`src/core/mca_pkg.sv`:
```
// Constants and types shared by the command address and option select block.
// Assumes a single pclk domain and a 32-bit APB register port.
package mca_pkg;
  // Register byte offsets
  localparam logic [7:0] MCA_OFF_ADDR = 8'h00;
  localparam logic [7:0] MCA_OFF_IFSEL = 8'h04;
  localparam logic [7:0] MCA_OFF_FEC = 8'h08;
  localparam logic [7:0] MCA_OFF_CARD = 8'h0c;
  localparam logic [7:0] MCA_OFF_STAT = 8'h10;
  localparam logic [7:0] MCA_OFF_CNT = 8'h14;
  // Field positions
  localparam int MCA_ADDR_SET_BIT = 8;
  localparam int MCA_OPT_SEL_BIT = 3;
  localparam int MCA_FEC_RX_LSB = 3;
  localparam int MCA_CARD_DONE_BIT = 8;
  localparam int MCA_CARD_TMO_BIT = 9;
  localparam int MCA_CARD_OPTIF_BIT = 7;
  localparam int MCA_STAT_SLOT_LSB = 6;
  localparam int MCA_STAT_AVAIL_LSB = 9;
  localparam int MCA_CNT_DROP_LSB = 16;
  // Values after reset, special addresses and interface codes
  localparam logic [7:0] MCA_ADDR_RST = 8'h01;
  localparam logic [7:0] MCA_BCAST = 8'hff;
  localparam logic [7:0] MCA_NOADDR = 8'h00;
  localparam logic [2:0] MCA_IF_RST = 3'h0;
  localparam logic [2:0] MCA_IF_RS232 = 3'h1;
  localparam logic [2:0] MCA_FEC_TX_RST = 3'h1;
  localparam logic [2:0] MCA_FEC_RX_RST = 3'h1;
  // Error-correction function index
  localparam int MCA_FN_VIT = 0;
  localparam int MCA_FN_RS = 1;
  localparam int MCA_FN_BT = 2;
  localparam int MCA_NFN = 3;
  // Card query timeout and event counter width
  localparam int MCA_CLK_NS = 50;
  localparam int MCA_PROBE_TMO_NS = 100000;
  localparam int MCA_PROBE_CYC = MCA_PROBE_TMO_NS / MCA_CLK_NS;
  localparam int MCA_CNT_W = 16;

  typedef enum logic [1:0] {
    MCA_PR_REQ = 2'b00,
    MCA_PR_DONE = 2'b01
  } mca_probe_state_t;
endpackage

```
`src/core/mca_sync.sv`:
```
// Two-flop synchroniser for a bus of independent static levels.
// Assumes each bit is stable long enough that bitwise skew is harmless.
`timescale 1ns/1ps
module mca_sync #(
  parameter int W = 8
) (
  input wire logic pclk, // Clock
  input wire logic presetn, // Async reset, active low
  input wire logic [W-1:0] din, // Asynchronous levels
  output logic [W-1:0] dout // Synchronised levels
);
  typedef struct packed {
    logic [W-1:0] s1;
    logic [W-1:0] s2;
  } mca_sync_st_t;

  mca_sync_st_t st, next_st;

  always_comb
  begin
    next_st.s1 = din;
    next_st.s2 = st.s1;
  end

  always_ff @(posedge pclk or negedge presetn)
  begin
    if (!presetn)
      st <= '0;
    else
      st <= next_st;
  end

  assign dout = st.s2;
endmodule

```
`src/core/mca_probe.sv`:
```
// Power-up query of the installed interface card.
// Assumes synchronised ack and data; the card holds data while ack is high.
`timescale 1ns/1ps
module mca_probe
  import mca_pkg::*;
#(
  parameter int TMO_CYC = MCA_PROBE_CYC
) (
  input wire logic pclk, // Clock
  input wire logic presetn, // Async reset, active low
  input wire logic ack_s, // Card answer, synchronised
  input wire logic [7:0] data_s, // Card type and options
  output logic query, // Query to card
  output logic done, // Query finished
  output logic tmo, // Card did not answer
  output logic [7:0] info // Captured card info
);
  typedef struct packed {
    mca_probe_state_t state;
    logic query;
    logic done;
    logic tmo;
    logic [7:0] info;
    logic [15:0] cnt;
  } mca_probe_st_t;

  mca_probe_st_t st, next_st;

  always_comb
  begin
    next_st = st;
    case (st.state)
      MCA_PR_REQ:
      begin
        next_st.cnt = st.cnt + 16'h0001;
        if (ack_s)
        begin
          next_st.info = data_s;
          next_st.state = MCA_PR_DONE;
          next_st.query = 1'b0;
          next_st.done = 1'b1;
        end
        else if (st.cnt == 16'(TMO_CYC - 1))
        begin
          next_st.state = MCA_PR_DONE;
          next_st.query = 1'b0;
          next_st.done = 1'b1;
          next_st.tmo = 1'b1;
        end
      end
      MCA_PR_DONE:
        next_st.query = 1'b0;
      default:
        next_st.state = MCA_PR_DONE;
    endcase
  end

  // Query starts by itself out of reset; no software step needed
  always_ff @(posedge pclk or negedge presetn)
  begin
    if (!presetn)
      st <= '{state: MCA_PR_REQ, query: 1'b1, done: 1'b0, tmo: 1'b0,
              info: 8'h00, cnt: 16'h0000};
    else
      st <= next_st;
  end

  assign query = st.query;
  assign done = st.done;
  assign tmo = st.tmo;
  assign info = st.info;

  property p_probe_capture;
    @(posedge pclk) disable iff (!presetn)
      (st.state == MCA_PR_REQ) && ack_s |=> done && !query && (info == $past(data_s));
  endproperty
  a_probe_capture: assert property (p_probe_capture)
    else $error("card info not captured on answer");
endmodule

```
`src/core/mca_cmd_select.sv`:
```
// Command address filter and interface/FEC option selection, APB slave.
// Assumes a packet parser on pclk and card/slot pins from outside the domain.
`timescale 1ns/1ps
module mca_cmd_select
  import mca_pkg::*;
#(
  parameter int PROBE_CYC = MCA_PROBE_CYC
) (
  input wire logic pclk, // APB clock, 20 MHz
  input wire logic presetn, // Async reset, active low
  input wire logic psel, // APB select
  input wire logic penable, // APB enable
  input wire logic pwrite, // APB direction
  input wire logic [7:0] paddr, // APB byte address
  input wire logic [31:0] pwdata, // APB write data
  output logic [31:0] prdata, // APB read data
  output logic pready, // APB ready
  output logic pslverr, // APB error, unmapped address
  input wire logic pkt_hdr_valid, // Packet header pulse
  input wire logic [7:0] pkt_hdr_addr, // Packet destination address
  output logic cmd_accept, // Packet accepted pulse
  output logic cmd_respond, // Response required pulse
  output logic cmd_drop, // Packet discarded pulse
  output logic addr_fields_en, // Packets carry address fields
  input wire logic [2:0] slot_a_caps, // Slot A functions, async
  input wire logic [2:0] slot_b_caps, // Slot B functions, async
  input wire logic card_ack, // Interface card answer, async
  input wire logic [7:0] card_data, // Interface card info, async
  output logic card_query, // Interface card query
  output logic [7:0] if_en, // One-hot on-board interface enable
  output logic opt_if_en, // Optional card interface enable
  output logic if_rate_lim, // Sync-only, 128 kbps limit
  output logic [2:0] fn_tx_en, // Per-function transmit enable
  output logic [2:0] fn_rx_en, // Per-function receive enable
  output logic [2:0] fn_slot // Per-function slot, 1 = B
);
  typedef struct packed {
    logic [7:0] cfg_addr;
    logic addr_set;
    logic [2:0] if_code;
    logic opt_sel;
    logic [2:0] fec_tx;
    logic [2:0] fec_rx;
    logic [31:0] prdata;
    logic pready;
    logic pslverr;
    logic cmd_accept;
    logic cmd_respond;
    logic cmd_drop;
    logic addr_fields_en;
    logic [MCA_CNT_W-1:0] cnt_acc;
    logic [MCA_CNT_W-1:0] cnt_drop;
    logic [7:0] if_en;
    logic opt_if_en;
    logic if_rate_lim;
    logic [2:0] fn_tx_en;
    logic [2:0] fn_rx_en;
    logic [2:0] fn_slot;
    logic [2:0] fn_avail;
  } mca_top_st_t;

  mca_top_st_t st, next_st;
  logic [2:0] cap_a;
  logic [2:0] cap_b;
  logic ack_s;
  logic [7:0] data_s;
  logic probe_done;
  logic probe_tmo;
  logic [7:0] probe_info;
  logic setup;
  logic access;
  logic [31:0] rd_data;
  logic [2:0] tx_req;
  logic [2:0] rx_req;
  logic bt_on;

  function automatic logic hit(input logic [7:0] a, input logic [7:0] off);
    return a == off;
  endfunction

  function automatic logic addr_ok(input logic [7:0] a);
    return hit(a, MCA_OFF_ADDR) | hit(a, MCA_OFF_IFSEL) | hit(a, MCA_OFF_FEC) |
           hit(a, MCA_OFF_CARD) | hit(a, MCA_OFF_STAT) | hit(a, MCA_OFF_CNT);
  endfunction

  // Slot pins and card pins cross from outside the clock domain
  mca_sync #(
    .W(15)
  ) u_sync (
    .pclk(pclk),
    .presetn(presetn),
    .din({slot_a_caps, slot_b_caps, card_ack, card_data}),
    .dout({cap_a, cap_b, ack_s, data_s})
  );

  mca_probe #(
    .TMO_CYC(PROBE_CYC)
  ) u_probe (
    .pclk(pclk),
    .presetn(presetn),
    .ack_s(ack_s),
    .data_s(data_s),
    .query(card_query),
    .done(probe_done),
    .tmo(probe_tmo),
    .info(probe_info)
  );

  assign setup = psel & ~penable;
  assign access = psel & penable & st.pready;

  always_comb
  begin
    rd_data = 32'h0000_0000;
    if (hit(paddr, MCA_OFF_ADDR))
    begin
      rd_data[7:0] = st.cfg_addr;
      rd_data[MCA_ADDR_SET_BIT] = st.addr_set;
    end
    else if (hit(paddr, MCA_OFF_IFSEL))
    begin
      rd_data[2:0] = st.if_code;
      rd_data[MCA_OPT_SEL_BIT] = st.opt_sel;
    end
    else if (hit(paddr, MCA_OFF_FEC))
    begin
      rd_data[2:0] = st.fec_tx;
      rd_data[MCA_FEC_RX_LSB +: 3] = st.fec_rx;
    end
    else if (hit(paddr, MCA_OFF_CARD))
    begin
      rd_data[7:0] = probe_info;
      rd_data[MCA_CARD_DONE_BIT] = probe_done;
      rd_data[MCA_CARD_TMO_BIT] = probe_tmo;
    end
    else if (hit(paddr, MCA_OFF_STAT))
    begin
      rd_data[2:0] = st.fn_tx_en;
      rd_data[MCA_FEC_RX_LSB +: 3] = st.fn_rx_en;
      rd_data[MCA_STAT_SLOT_LSB +: 3] = st.fn_slot;
      rd_data[MCA_STAT_AVAIL_LSB +: 3] = st.fn_avail;
    end
    else if (hit(paddr, MCA_OFF_CNT))
    begin
      rd_data[MCA_CNT_W-1:0] = st.cnt_acc;
      rd_data[MCA_CNT_DROP_LSB +: MCA_CNT_W] = st.cnt_drop;
    end
  end

  always_comb
  begin
    next_st = st;
    next_st.cmd_accept = 1'b0;
    next_st.cmd_respond = 1'b0;
    next_st.cmd_drop = 1'b0;
    tx_req = 3'h0;
    rx_req = 3'h0;
    bt_on = 1'b0;

    // Answer in the access cycle right after setup, no wait states
    next_st.pready = setup;
    if (setup)
    begin
      next_st.pslverr = ~addr_ok(paddr);
      next_st.prdata = rd_data;
    end
    if (access & pwrite & ~st.pslverr)
    begin
      if (hit(paddr, MCA_OFF_ADDR))
      begin
        next_st.cfg_addr = pwdata[7:0];
        next_st.addr_set = 1'b1;
      end
      if (hit(paddr, MCA_OFF_IFSEL))
      begin
        next_st.if_code = pwdata[2:0];
        // Optional interface only selectable when the card reported one
        next_st.opt_sel = pwdata[MCA_OPT_SEL_BIT] & probe_done &
                          probe_info[MCA_CARD_OPTIF_BIT];
      end
      if (hit(paddr, MCA_OFF_FEC))
      begin
        next_st.fec_tx = pwdata[2:0];
        next_st.fec_rx = pwdata[MCA_FEC_RX_LSB +: 3];
      end
    end

    // Address filter
    next_st.addr_fields_en = (st.cfg_addr != MCA_NOADDR);
    if (pkt_hdr_valid)
    begin
      if (!st.addr_set)
        next_st.cmd_drop = 1'b1;
      else if (st.cfg_addr == MCA_NOADDR)
      begin
        next_st.cmd_accept = 1'b1;
        next_st.cmd_respond = 1'b1;
      end
      else if (pkt_hdr_addr == MCA_BCAST)
        next_st.cmd_accept = 1'b1;
      else if (pkt_hdr_addr == st.cfg_addr)
      begin
        next_st.cmd_accept = 1'b1;
        next_st.cmd_respond = 1'b1;
      end
      else
        next_st.cmd_drop = 1'b1;
    end
    // Counters saturate rather than wrap so a flood stays visible
    if (st.cmd_accept && st.cnt_acc != '1)
      next_st.cnt_acc = st.cnt_acc + 1'b1;
    if (st.cmd_drop && st.cnt_drop != '1)
      next_st.cnt_drop = st.cnt_drop + 1'b1;

    // Interface enables: exactly one source or none
    next_st.if_en = 8'h00;
    if (!st.opt_sel && st.if_code != MCA_IF_RST)
      next_st.if_en[st.if_code] = 1'b1;
    next_st.opt_if_en = st.opt_sel;
    next_st.if_rate_lim = !st.opt_sel && (st.if_code == MCA_IF_RS232);

    // FEC: lowest slot wins, per function
    for (int i = 0; i < MCA_NFN; i++)
    begin
      next_st.fn_avail[i] = cap_a[i] | cap_b[i];
      next_st.fn_slot[i] = ~cap_a[i] & cap_b[i];
      tx_req[i] = st.fec_tx[i] & (cap_a[i] | cap_b[i]);
      rx_req[i] = st.fec_rx[i] & (cap_a[i] | cap_b[i]);
    end
    bt_on = tx_req[MCA_FN_BT] | rx_req[MCA_FN_BT];
    next_st.fn_tx_en = tx_req;
    next_st.fn_rx_en = rx_req;
    // Block turbo takes the convolutional/Viterbi place per direction
    next_st.fn_tx_en[MCA_FN_VIT] = tx_req[MCA_FN_VIT] & ~tx_req[MCA_FN_BT];
    next_st.fn_rx_en[MCA_FN_VIT] = rx_req[MCA_FN_VIT] & ~rx_req[MCA_FN_BT];
    // Block turbo wins over Reed-Solomon in both directions
    next_st.fn_tx_en[MCA_FN_RS] = tx_req[MCA_FN_RS] & ~bt_on;
    next_st.fn_rx_en[MCA_FN_RS] = rx_req[MCA_FN_RS] & ~bt_on;
  end

  always_ff @(posedge pclk or negedge presetn)
  begin
    if (!presetn)
    begin
      st <= '0;
      st.cfg_addr <= MCA_ADDR_RST;
      st.addr_fields_en <= 1'b1;
      st.if_code <= MCA_IF_RST;
      st.fec_tx <= MCA_FEC_TX_RST;
      st.fec_rx <= MCA_FEC_RX_RST;
    end
    else
      st <= next_st;
  end

  assign prdata = st.prdata;
  assign pready = st.pready;
  assign pslverr = st.pslverr;
  assign cmd_accept = st.cmd_accept;
  assign cmd_respond = st.cmd_respond;
  assign cmd_drop = st.cmd_drop;
  assign addr_fields_en = st.addr_fields_en;
  assign if_en = st.if_en;
  assign opt_if_en = st.opt_if_en;
  assign if_rate_lim = st.if_rate_lim;
  assign fn_tx_en = st.fn_tx_en;
  assign fn_rx_en = st.fn_rx_en;
  assign fn_slot = st.fn_slot;

  property p_unset_drop;
    @(posedge pclk) disable iff (!presetn)
      pkt_hdr_valid && !st.addr_set |=> cmd_drop && !cmd_accept && !cmd_respond;
  endproperty
  a_unset_drop: assert property (p_unset_drop)
    else $error("packet accepted before address set");

  property p_bcast;
    @(posedge pclk) disable iff (!presetn)
      pkt_hdr_valid && st.addr_set && st.cfg_addr != MCA_NOADDR &&
      pkt_hdr_addr == MCA_BCAST |=> cmd_accept && !cmd_respond;
  endproperty
  a_bcast: assert property (p_bcast)
    else $error("broadcast not accepted silently");

  property p_zero;
    @(posedge pclk) disable iff (!presetn)
      pkt_hdr_valid && st.addr_set && st.cfg_addr == MCA_NOADDR
      |=> cmd_accept && cmd_respond && !addr_fields_en;
  endproperty
  a_zero: assert property (p_zero)
    else $error("address-less mode wrong");

  property p_foreign;
    @(posedge pclk) disable iff (!presetn)
      pkt_hdr_valid && st.addr_set && st.cfg_addr != MCA_NOADDR &&
      pkt_hdr_addr != MCA_BCAST && pkt_hdr_addr != st.cfg_addr
      |=> cmd_drop && !cmd_respond && !cmd_accept;
  endproperty
  a_foreign: assert property (p_foreign)
    else $error("foreign packet not dropped");

  property p_one_if;
    @(posedge pclk) disable iff (!presetn)
      $onehot0({if_en, opt_if_en});
  endproperty
  a_one_if: assert property (p_one_if)
    else $error("more than one interface enabled");

  property p_rate_lim;
    @(posedge pclk) disable iff (!presetn)
      st.if_code == MCA_IF_RS232 && !st.opt_sel |=> if_rate_lim && if_en[1];
  endproperty
  a_rate_lim: assert property (p_rate_lim)
    else $error("code 1 not limited sync serial");

  property p_slot;
    @(posedge pclk) disable iff (!presetn)
      $past(cap_a[MCA_FN_RS]) |-> !fn_slot[MCA_FN_RS];
  endproperty
  a_slot: assert property (p_slot)
    else $error("slot B chosen while slot A offers it");

  property p_bt_vit;
    @(posedge pclk) disable iff (!presetn)
      fn_tx_en[MCA_FN_BT] |-> !fn_tx_en[MCA_FN_VIT];
  endproperty
  a_bt_vit: assert property (p_bt_vit)
    else $error("Viterbi path active with block turbo");

  property p_bt_rs;
    @(posedge pclk) disable iff (!presetn)
      (fn_tx_en[MCA_FN_BT] | fn_rx_en[MCA_FN_BT]) |->
      !(fn_tx_en[MCA_FN_RS] | fn_rx_en[MCA_FN_RS]);
  endproperty
  a_bt_rs: assert property (p_bt_rs)
    else $error("block turbo and Reed-Solomon together");

  property p_apb_ready;
    @(posedge pclk) disable iff (!presetn)
      psel && !penable |=> pready ##1 !pready;
  endproperty
  a_apb_ready: assert property (p_apb_ready)
    else $error("APB answer not one cycle after setup");
endmodule

```
`config.mk`:
```
export PLATFORM = sky130hd
export DESIGN_NAME = mca_cmd_select
export DESIGN_NICKNAME = d
export VERILOG_FILES = /design/src/core/mca_pkg.sv /design/src/core/mca_sync.sv /design/src/core/mca_probe.sv /design/src/core/mca_cmd_select.sv
export SDC_FILE = /design/constraint.sdc
export NUM_CORES = 1
export LEC_CHECK = 0
export ABC_AREA = 1
export BUFFER_PORTS_ARGS = -buffer_cell sky130_fd_sc_hd__buf_4
export CORE_MARGIN = 3
export CORE_UTILIZATION = 48
export DETAILED_ROUTE_END_ITERATION = 8
export GPL_TIMING_DRIVEN = 1
export PLACE_DENSITY_LB_ADDON = 0.1
export SETUP_SLACK_MARGIN = 0.05
export SYNTH_ARGS = -nofsm -noshare
export SYNTH_HDL_FRONTEND = slang
export SYNTH_HIERARCHICAL = 1
export SYNTH_SLANG_ARGS = --single-unit
export TNS_END_PERCENT = 20
```
`constraint.sdc`:
```
create_clock -name pclk -period 3.2 [get_ports pclk]
set_input_delay 0.64 -clock pclk [delete_from_list [all_inputs] [get_ports pclk]]
set_output_delay 0.64 -clock pclk [all_outputs]
set_load 0.03 [all_outputs]
```
==> tab_implementation.tex, run 1 <==
\begin{tabular}{lr}
\hline
Metric & Value \\
\hline
\multicolumn{2}{l}{\textbf{Cells and area}} \\
Commonest non-fill, non-tap cell in the layout & nand2\_1 \\
Area growth syn-to-layout & 14.34\% \\
Layout net count & 1,034 \\
Commonest non-fill, non-tap cells in the layout & nand2\_1 (212), dfrtp\_1 (164), buf\_4 (105) \\
Layout Cell Area excl Fill & 9268 µm² \\
Layout cell share with drive strength beyond 1 & 22.26\% \\
ANT cells & 0 \\
Number of inserted filler cells in the final layout & 1,510 \\
\multicolumn{2}{l}{\textbf{Global routing}} \\
Global-route wire length before repair & 27,260 µm \\
Maximum number of pins on one net before global-route repair & 68 \\
Initial antenna violation count & 0 \\
Number of global-route vias before repair & 5,498 \\
GRT Util Overall & 18.76\% \\
Leftover overflow at the end of global routing & 0 \\
\multicolumn{2}{l}{\textbf{Clock tree}} \\
Number of buffers added for setup after CTS & 0 \\
Post-cts resize count & 0 \\
Clock transition at path regs & 0.07 ns \\
CTS Hold Buffers Added & 0 \\
Clock tree from TritonCTS & yes \\
Clock sinks & 169 \\
Clk\_lat worst skew & 0.43 ns \\
Htree depth & 4 \\
CTS root buf & clkbuf\_16 \\
TritonCTS Buffers & 17 \\
Number of buffers between clock root and the deepest sink & 2 \\
\multicolumn{2}{l}{\textbf{Routing}} \\
DRC viols & 0 \\
Routed wirelength normalized by instance count & 13.72 µm \\
DRC marker count from the first detailed-route iteration & 427 \\
Via total after detailed routing & 5,773 \\
Residual antenna-violating net count after detailed routing & 0 \\
DRT Pass-1 Iters & 6 \\
Total detailed-routing wirelength & 16,350 µm \\
Via-to-Cell Ratio & 4.847 \\
\multicolumn{2}{l}{\textbf{Critical path}} \\
CP startpoint & st[38] \\
Data arrival, critical path & 2.15 ns \\
Critical path launch point type & flop \\
Required @ worst endpoint & 3.50 ns \\
Maximum fanout along the worst path & 22 \\
Source of the worst register-to-register timing path & st[38] \\
Worst setup EP type & flop \\
Critical setup path kind & reg -> reg \\
\multicolumn{2}{l}{\textbf{Placed design}} \\
Dpl cell area & 8676 µm² \\
Post-DP HPWL & 11,830 µm \\
RD Place Congestion & 0.8751 \\
Buffers added on ports & 102 \\
\multicolumn{2}{l}{\textbf{Timing}} \\
Number of failing setup endpoints in the final timing report & 0 \\
Maximum clock frequency & 0.5423 GHz \\
Final max-slew violation count & 0 \\
Worst Max-Slew Pin Slew & 0.8812 ns \\
Final Hold Vio Count & 0 \\
Final total negative setup slack & 0 ns \\
Minimum clock period after layout & 1.844 ns \\
Unrepaired setup endpoints after global routing & false \\
Worst slew margin & 41.25\% \\
Fraction of the cycle the final worst path needs & 57.63\% \\
Max Clock Skew & 0.01639 ns \\
\multicolumn{2}{l}{\textbf{Yosys}} \\
Share of the yosys chip area belonging to registers & 52.25\% \\
Synth Register Bits & 169 \\
Number of instances in the synthesized netlist & 910 \\
Mapped Avg Cell Area & 8.907 µm² \\
Post-Syn Nets & 982 \\
Synth warnings & 6 \\
Mapped Area & 8105 µm² \\
Post-synth cell types & 39 \\
\multicolumn{2}{l}{\textbf{Hold path}} \\
Class of the most critical hold timing path & in -> async \\
\multicolumn{2}{l}{\textbf{Die}} \\
Starting density of the core & 49.94\% \\
Count of standard-cell rows & 46 \\
Width of the chip & 135.9 µm \\
Core Area & 16,230 µm² \\
Number of I/O pins & 127 \\
Overall die height & 135.9 µm \\
Area enclosed by the die boundary & 18,480 µm² \\
\multicolumn{2}{l}{\textbf{Job}} \\
Max-cap viol count & 0 \\
\multicolumn{2}{l}{\textbf{Power and ir drop}} \\
Combinational cell fraction of total power & 8.2\% \\
Largest voltage drop on the vdd net & 0.4024 mV \\
Internal Pwr Total & 3433 µW \\
Reg power frac & 48.9\% \\
Switching power & 1279 µW \\
Leakage power total & 0.004499 µW \\
Sw Ratio & 27.14\% \\
Share of power burned in the clock network & 42.9\% \\
Power per unit of standard cell area & 508.4 nW/µm² \\
\multicolumn{2}{l}{\textbf{Status}} \\
Status & completed \\
\hline
\end{tabular}
-- synth_stat cells --
library cell	count	share of area (%)
nand2_1	212	9.8
dfrtp_1	164	51
inv_1	100	4.6
nor2_1	82	3.8
buf_4	57	5.3
nand3_1	54	3.3
xor2_1	29	3.1
o21ai_2	24	2.6
a21oi_1	19	1.2
o31ai_1	19	1.8
o21ai_1	18	1.1
nand2_2	14	1.1
nor3_1	14	0.86
nand4_1	13	1.0
xnor2_1	11	1.2
inv_2	7	0.32
o211ai_1	7	0.65
o21ai_0	7	0.43
clkbuf_1	6	0.28
nor2_2	6	0.46
nor2_4	6	0.83
buf_2	5	0.31
buf_6	5	0.69
dfstp_2	5	1.6
nor3_2	5	0.62
ha_1	3	0.46
nand2_4	3	0.42
buf_1	2	0.093
nand3_2	2	0.25
or2_2	2	0.15
a21boi_0	1	0.093
a31oi_1	1	0.077
and2_1	1	0.077
clkinv_2	1	0.062
conb_1	1	0.046
nand3_4	1	0.22
nand3b_1	1	0.093
nor2_8	1	0.25
o21bai_1	1	0.093
-- critical path, cell delays in order (launching register included) --
cell,delay (ns)
dfrtp_1,0.43
ha_1,0.26
nand3_2,0.14
nor3_2,0.22
nand3_2,0.12
nand2_4,0.14
inv_2,0.20
nand2_1,0.14
o21ai_2,0.05
-- logic make-up after synthesis --
group | count (synthesis) | share of synthesized area, %
DFF | 169 | 52.25
buffers and inverters | 183 | 11.67
xor gates and xnor gates | 40 | 4.322
and+or+nand+nor | 417 | 23.26
AOI/OAI and AO/OA | 97 | 7.981
adders and majority gates | 3 | 0.4632
other | 1 | 0.04627
-- power groups by stage --
stage	Clock (µW)	Combinational, µW	Sequential [µW]
floorplan	0	266	2330
global route	2160	442	2310
global placement	0	389	2340
CTS	2070	398	2300
finish	2020	388	2300
detailed placement	0	395	2340
-- registers in the layout (all words and copies together), names as in the netlist, 3 cells and up --
register / count
st: 53
prdata: 32
u_probe/st: 17
u_sync/dout: 15
u_sync/next_st: 15
if_en: 8
u_probe/info: 8
fn_rx_en: 3
fn_slot: 3
fn_tx_en: 3
-- layer usage --
layer	global-route usage (%)	up-vias	share of wire (%)
li1	-	2932	-
met1	27.36	2681	48
met2	28.01	143	45
met3	4.330	17	5.7
met4	5.711	0	1.1
met5	0	-	0
-- final timing paths --
path	end	slack [ns]	depth (start not counted)
hold / removal	prdata[21]	0.20	1
max in group asynchronous	st[52]	2.26	2
setup reg to reg	st[49]	1.36	8
min in group pclk	u_sync/next_st[7]	0.31	1
setup / recovery	st[49]	1.36	8
hold reg to reg	u_sync/dout[3]	0.35	0
-- stage by stage --
stage	hold slack, ns	power (µW)	setup slack, ns	utilization, %	instances
4_1_cts	0.2302	4769	1.355	57.10	1191
2_1_floorplan	0.3312	2593	1.557	-	910
3_3_place_gp	0.3317	2730	1.038	53.45	1159
3_5_place_dp	0.3347	2739	1.032	53.45	1159
5_1_grt	0.2467	4920	1.186	57.10	1191
6_report	0.2007	4711	1.356	57.10	1191
-- final cells by class --
cell class	count	area (µm²)	share of cell area, %
multi-input combinational	558	2924	31.55
timing repair buffer	108	839.6	9.059
clock buffer	18	439.2	4.739
clock inverter	14	152.6	1.647
sequential	169	4235	45.70
inverter	108	406.6	4.388
tap	216	270.3	2.916
Power figures use the tool's default switching activity.
==> inputs of run 2 (changes only) <==
Clock period 3.2 ns to 1.9 ns, I/O delays scaled along.
==> run 2 against run 1 <==
Against the previous run:
- setup slack worse by 1.1 ns
- via count is 0.55% higher
- clock power is 82% higher
- sequential power is 68% higher
- maximum frequency is 9.3% higher
- critical path depth stayed put
- critical path type unchanged
- global-route usage is 0.19 points higher
- power is 75% higher
- clock skew is 0.0086 ns lower
==> tab_implementation.tex, run 2 (synthesis results as in run 1) <==
\begin{tabular}{lr}
\hline
Metric & Value \\
\hline
\multicolumn{2}{l}{\textbf{Global routing}} \\
Initial antenna violation count & 0 \\
GRT Util Overall & 18.95\% \\
Number of global-route vias before repair & 5,615 \\
Global-route wire length before repair & 27,700 µm \\
Leftover overflow at the end of global routing & 0 \\
Maximum number of pins on one net before global-route repair & 54 \\
\multicolumn{2}{l}{\textbf{Routing}} \\
Routed wirelength normalized by instance count & 13.70 µm \\
Via-to-Cell Ratio & 4.817 \\
DRT Pass-1 Iters & 4 \\
DRC viols & 0 \\
DRC marker count from the first detailed-route iteration & 384 \\
Total detailed-routing wirelength & 16,510 µm \\
Via total after detailed routing & 5,805 \\
Residual antenna-violating net count after detailed routing & 0 \\
\multicolumn{2}{l}{\textbf{Timing}} \\
Number of failing setup endpoints in the final timing report & 0 \\
Final max-slew violation count & 0 \\
Fraction of the cycle the final worst path needs & 88.77\% \\
Maximum clock frequency & 0.5929 GHz \\
Minimum clock period after layout & 1.687 ns \\
Unrepaired setup endpoints after global routing & false \\
Final Hold Vio Count & 0 \\
Max Clock Skew & 0.007827 ns \\
Worst Max-Slew Pin Slew & 0.8863 ns \\
Worst slew margin & 40.83\% \\
Final total negative setup slack & 0 ns \\
\multicolumn{2}{l}{\textbf{Die}} \\
Width of the chip & 135.9 µm \\
Starting density of the core & 49.94\% \\
Area enclosed by the die boundary & 18,480 µm² \\
Core Area & 16,230 µm² \\
Number of I/O pins & 127 \\
Overall die height & 135.9 µm \\
Count of standard-cell rows & 46 \\
\multicolumn{2}{l}{\textbf{Critical path}} \\
Required @ worst endpoint & 2.20 ns \\
Critical setup path kind & reg -> reg \\
Maximum fanout along the worst path & 28 \\
Source of the worst register-to-register timing path & st[23] \\
CP startpoint & st[23] \\
Critical path launch point type & flop \\
Data arrival, critical path & 1.99 ns \\
Worst setup EP type & flop \\
\multicolumn{2}{l}{\textbf{Cells and area}} \\
Final core area utilization & 57.99\% \\
Number of standard cells in the final layout excluding fillers & 1,205 \\
ANT cells & 0 \\
Area growth syn-to-layout & 16.12\% \\
Layout net count & 1,048 \\
Max reg flops & 53 \\
Commonest non-fill, non-tap cell in the layout & nand2\_1 \\
Top register by number of flip-flops & st \\
Layout cell share with drive strength beyond 1 & 23.15\% \\
Commonest non-fill, non-tap cells in the layout & nand2\_1 (212), dfrtp\_1 (164), buf\_4 (118) \\
\multicolumn{2}{l}{\textbf{Job}} \\
Max-cap viol count & 0 \\
\multicolumn{2}{l}{\textbf{Placed design}} \\
RD Place Congestion & 0.8747 \\
Post-DP HPWL & 12,110 µm \\
Buffers added on ports & 102 \\
Count of placed standard cells including taps & 1,172 \\
\multicolumn{2}{l}{\textbf{Clock tree}} \\
CTS root buf & clkbuf\_16 \\
Htree depth & 4 \\
Clk\_lat worst skew & 0.42 ns \\
TritonCTS Buffers & 17 \\
Clock tree from TritonCTS & yes \\
Number of buffers between clock root and the deepest sink & 2 \\
Clock transition at path regs & 0.07 ns \\
Clock sinks & 169 \\
\multicolumn{2}{l}{\textbf{Hold path}} \\
Start point of the worst min-delay path & card\_data[7] \\
Class of the most critical hold timing path & in -> reg \\
\multicolumn{2}{l}{\textbf{Status}} \\
Status & completed \\
\multicolumn{2}{l}{\textbf{Power and ir drop}} \\
Total power consumption of the routed design & 8228 µW \\
Largest voltage drop on the vdd net & 0.6097 mV \\
Leakage power total & 0.004585 µW \\
Power per unit of standard cell area & 874.2 nW/µm² \\
\hline
\end{tabular}
==> run 2: worst paths after layout <==
check	to	slack (ns)	depth (start not counted)
max	st[32]	0.21	8
min	u_sync/next_st[7]	0.06	1
max reg2reg	st[32]	0.21	8
min reg2reg	u_sync/dout[10]	0.35	0
max in group asynchronous	st[92]	0.88	3
min in group asynchronous	prdata[24]	0.40	2
==> run 2: layout make-up <==
cell class,instances,area (µm²)
fillers,1533,6819
flip-flops and latches,169,4235
multi-input cells,558,2924
repair buffers,122,947.2
clock buffers,19,442.9
inverters,108,409.1
well taps,216,270.3
clock inverters,13,182.7
==> run 2: repair_timing <==
action	4_1_cts	5_1_grt
endpoints found under the setup margin	0	7
hold buffers	1	0
setup buffers	0	0
gates resized for setup	0	2
hold endpoints to repair	24	0
==> run 2: worst max-delay path: stages, from the launching register on <==
cell and delay [ns]:
dfrtp_1 0.37, ha_1 0.27, nand3_4 0.14, nor2_4 0.12, nand2_2 0.08, nand2_2 0.10, nand2_4 0.24, nand2_1 0.18
o21ai_2 0.06
==> run 2: routing by layer <==
| metal | vias up | wire, µm | track usage (%) | share of wire (%) |
|---|---|---|---|---|
| met5 | - | 0 | 0 | 0 |
| met4 | 0 | 234 | 6.327 | 1.4 |
| met3 | 20 | 789 | 3.738 | 4.8 |
| met2 | 122 | 7372 | 28.07 | 45 |
| met1 | 2709 | 8112 | 28.01 | 49 |
| li1 | 2954 | - | - | - |
==> run 2: where the power goes <==
part	internal [µW]	switching, µW
clock	2150	1520
combinational	262	424
sequential	3750	125
==> run 2: through the flow <==
stage | hold slack [ns] | setup slack (ns) | area, µm²
floorplan | 0.08441 | 0.3464 | 8105
global placement | 0.2851 | 0.1525 | 8773
detailed placement | 0.2838 | 0.1231 | 8773
CTS | 0.04312 | 0.1662 | 9409
global route | 0.03627 | 0.1256 | 9412
finish | 0.05846 | 0.2134 | 9412
==> inputs of run 3 (changes only) <==
Settings changed: SYNTH_HIERARCHICAL 1 to default.
==> run 3 against run 2 <==
Against the previous run:
- wire length up 3.0%
- final area decreased by 2.8%
- non-clock buffer count grew 2
- register-to-register slack got worse by 0.05 ns
- clock skew fell by 0.0035 ns
- sequential share of layout area is 1.3 points higher
- count of clock-buffer cells in the layout decreased by 1
==> tab_implementation.tex, run 3 <==
\begin{tabular}{lr}
\hline
Metric & Value \\
\hline
\multicolumn{2}{l}{\textbf{Die}} \\
Starting density of the core & 50.02\% \\
Count of standard-cell rows & 45 \\
Area enclosed by the die boundary & 17,700 µm² \\
Width of the chip & 133.0 µm \\
Core Area & 15,480 µm² \\
Overall die height & 133.0 µm \\
Number of I/O pins & 127 \\
\multicolumn{2}{l}{\textbf{Placed design}} \\
Count of placed standard cells including taps & 1,125 \\
RD Place Congestion & 0.9200 \\
Post-DP HPWL & 12,690 µm \\
Buffers added on ports & 102 \\
\multicolumn{2}{l}{\textbf{Yosys}} \\
Library cell with the largest summed area after synthesis & dfrtp\_1 \\
Simple-gate share of the synthesized area & 21.16\% \\
Mapped Area & 7745 µm² \\
Post-Syn Nets & 930 \\
Synth Register Bits & 169 \\
Top cell type's share of synthesized area & 52.99\% \\
Synth Flop Type & dfrtp\_1 \\
Synth area leaders & dfrtp\_1 (53\%), nand2\_1 (8.7\%), buf\_4 (4.7\%) \\
Area share of xor/xnor cells in the synthesized design & 5.202\% \\
Post-synthesis adder-cell area fraction & 0.4847\% \\
Most used standard cell by instance count after synthesis & nand2\_1 \\
Number of flops mapped to enable cells by yosys & 0 \\
Number of instances in the synthesized netlist & 858 \\
Combinational family with the most area after synthesis & simple AND/OR/NAND/NOR gates \\
Mapped Avg Cell Area & 9.027 µm² \\
Post-synth cell types & 39 \\
Share of the synthesized area in compound gates (AO/OA/AOI/OAI) & 7.351\% \\
Share of the yosys chip area belonging to registers & 54.68\% \\
Multiplexer area fraction after synthesis & 0.2908\% \\
Async SR Flop Fraction & 100.0\% \\
Leading post-synthesis cells by instance count & nand2\_1 (179), dfrtp\_1 (164), inv\_1 (90), nor2\_1 (90), buf\_4 (49) \\
Synth warnings & 0 \\
\multicolumn{2}{l}{\textbf{Global routing}} \\
Initial antenna violation count & 0 \\
Global-route wire length before repair & 28,210 µm \\
Number of global-route vias before repair & 5,741 \\
Maximum number of pins on one net before global-route repair & 57 \\
GRT Util Overall & 20.00\% \\
Leftover overflow at the end of global routing & 0 \\
\multicolumn{2}{l}{\textbf{Critical path}} \\
Flop2flop setup slack & 0.17 ns \\
Worst setup EP type & flop \\
Endpoint of the most critical register-to-register path & st[38] \\
Maximum fanout along the worst path & 26 \\
Required @ worst endpoint & 2.20 ns \\
Critical setup path kind & reg -> reg \\
Critical path launch point type & flop \\
Reg2Reg Depth & 7 \\
Source of the worst register-to-register timing path & st[39] \\
Data arrival, critical path & 2.03 ns \\
\multicolumn{2}{l}{\textbf{Cells and area}} \\
Max reg flops & 53 \\
Total area of multi-input combinational cells & 2689 µm² \\
Number of inserted filler cells in the final layout & 1,351 \\
Top register by number of flip-flops & st \\
Layout cell share with drive strength beyond 1 & 21.65\% \\
Register cell area after layout & 4235 µm² \\
Commonest non-fill, non-tap cell in the layout & nand2\_1 \\
Area growth syn-to-layout & 18.09\% \\
Number of standard cells in the final layout excluding fillers & 1,158 \\
ANT cells & 0 \\
Commonest non-fill, non-tap cells in the layout & nand2\_1 (178), dfrtp\_1 (164), buf\_4 (120) \\
Layout net count & 1,006 \\
\multicolumn{2}{l}{\textbf{Routing}} \\
Via total after detailed routing & 5,833 \\
DRT Pass-1 Iters & 5 \\
DRC marker count from the first detailed-route iteration & 514 \\
Via-to-Cell Ratio & 5.037 \\
Total detailed-routing wirelength & 17,000 µm \\
Routed wirelength normalized by instance count & 14.68 µm \\
Residual antenna-violating net count after detailed routing & 0 \\
DRC viols & 0 \\
\multicolumn{2}{l}{\textbf{Timing}} \\
Minimum clock period after layout & 1.735 ns \\
Final Hold Vio Count & 0 \\
Fraction of the cycle the final worst path needs & 91.29\% \\
Final total negative setup slack & 0 ns \\
Maximum clock frequency & 0.5765 GHz \\
Final max-slew violation count & 0 \\
Max Clock Skew & 0.004305 ns \\
Number of failing setup endpoints in the final timing report & 0 \\
Unrepaired setup endpoints after global routing & false \\
\multicolumn{2}{l}{\textbf{Status}} \\
Status & completed \\
\multicolumn{2}{l}{\textbf{Power and ir drop}} \\
Leakage power total & 0.004472 µW \\
Total power consumption of the routed design & 8156 µW \\
Largest voltage drop on the vdd net & 0.7203 mV \\
Power per unit of standard cell area & 891.7 nW/µm² \\
\multicolumn{2}{l}{\textbf{Hold path}} \\
Class of the most critical hold timing path & in -> reg \\
Worst Hold Path Cells & 1 \\
Start point of the worst min-delay path & card\_ack \\
Hold endpoint & u\_sync.next\_st[8] \\
\multicolumn{2}{l}{\textbf{Clock tree}} \\
Clock sinks & 169 \\
Clk\_lat worst skew & 0.43 ns \\
Clock tree from TritonCTS & yes \\
Htree depth & 4 \\
Number of buffers between clock root and the deepest sink & 2 \\
CTS root buf & clkbuf\_16 \\
TritonCTS Buffers & 17 \\
Clock transition at path regs & 0.07 ns \\
\multicolumn{2}{l}{\textbf{Job}} \\
Max-cap viol count & 0 \\
\hline
\end{tabular}
-- run 3: changes by cell type after synthesis, sizes merged, moves of 3 or more --
cell    before  now
nand2      229  190
buf         69   58
inv        107   99
nand3       57   49
xor2        29   37
nor4         0    5
clkbuf       6    9
nor3        19   22
-- run 3: where the power goes --
group          internal (µW)  switching, µW  leakage (µW)
Sequential              3770            143       0.00216
Clock                   2040           1530      0.000296
Combinational            265            411       0.00202
-- run 3: timing repair --
action,CTS,global route
hold buffers,1,0
endpoints found under the hold margin,22,0
setup endpoints to repair,0,22
resized for setup,0,3
setup buffers,0,0
-- run 3: routing by layer --
layer  vias to the layer above  wire (µm)  global-route usage [%]
met5                         -          0                       0
met2                       213       7859                   30.93
met1                      2729       7590                   26.97
met3                        42       1036                   4.563
li1                       2849          -                       -
met4                         0        513                   9.122
-- run 3: worst max-delay path by stage --
stage / start / endpoint / slack, ns / depth (start not counted)
after floorplan: st[38] / st[51] / 0.25 / 9
after global placement: st[23] / st[25] / 0.15 / 10
after detailed placement: st[23] / st[25] / 0.12 / 10
after CTS: st[23] / st[25] / 0.09 / 10
after global routing: st[23] / st[34] / 0.06 / 9
final: st[39] / st[38] / 0.17 / 7
-- run 3: critical path, stage by stage, from the launching register on --
cell and delay, ns:
dfrtp_1 0.36, ha_1 0.21, nand3_2 0.15, nor3_4 0.17, nand2_2 0.12, o21ai_4 0.21
nand2_8 0.19, xor2_1 0.19
-- run 3: cell families (layout without fill, tap and decap cells) --
logic type | count (synthesis) | in the layout
compound gates | 92 | 92
simple gates | 378 | 378
mux | 2 | 2
flops | 169 | 169
xor+xnor | 46 | 46
buf+inv | 167 | 256
fa+ha+maj | 3 | 3
other cells | 1 | 1
-- run 3: final cells by class --
type	count	share of cell area (%)
sequential	169	46.31
multi-input combinational	522	29.40
timing repair buffer	124	10.52
clock buffer	18	4.802
inverter	100	4.104
tap	211	2.886
clock inverter	14	1.984
-- run 3: through the flow --
step           hold WS (ns)  util (%)  worst slack [ns]  area [µm²]
6_report            0.05616     59.07            0.1654        9146
5_1_grt             0.03255     59.07           0.05926        9146
4_1_cts             0.03577     58.98           0.09480        9133
3_5_place_dp         0.2721     54.91            0.1194        8502
3_3_place_gp         0.2719     54.91            0.1511        8502
2_1_floorplan       0.08441         -            0.2518        7745
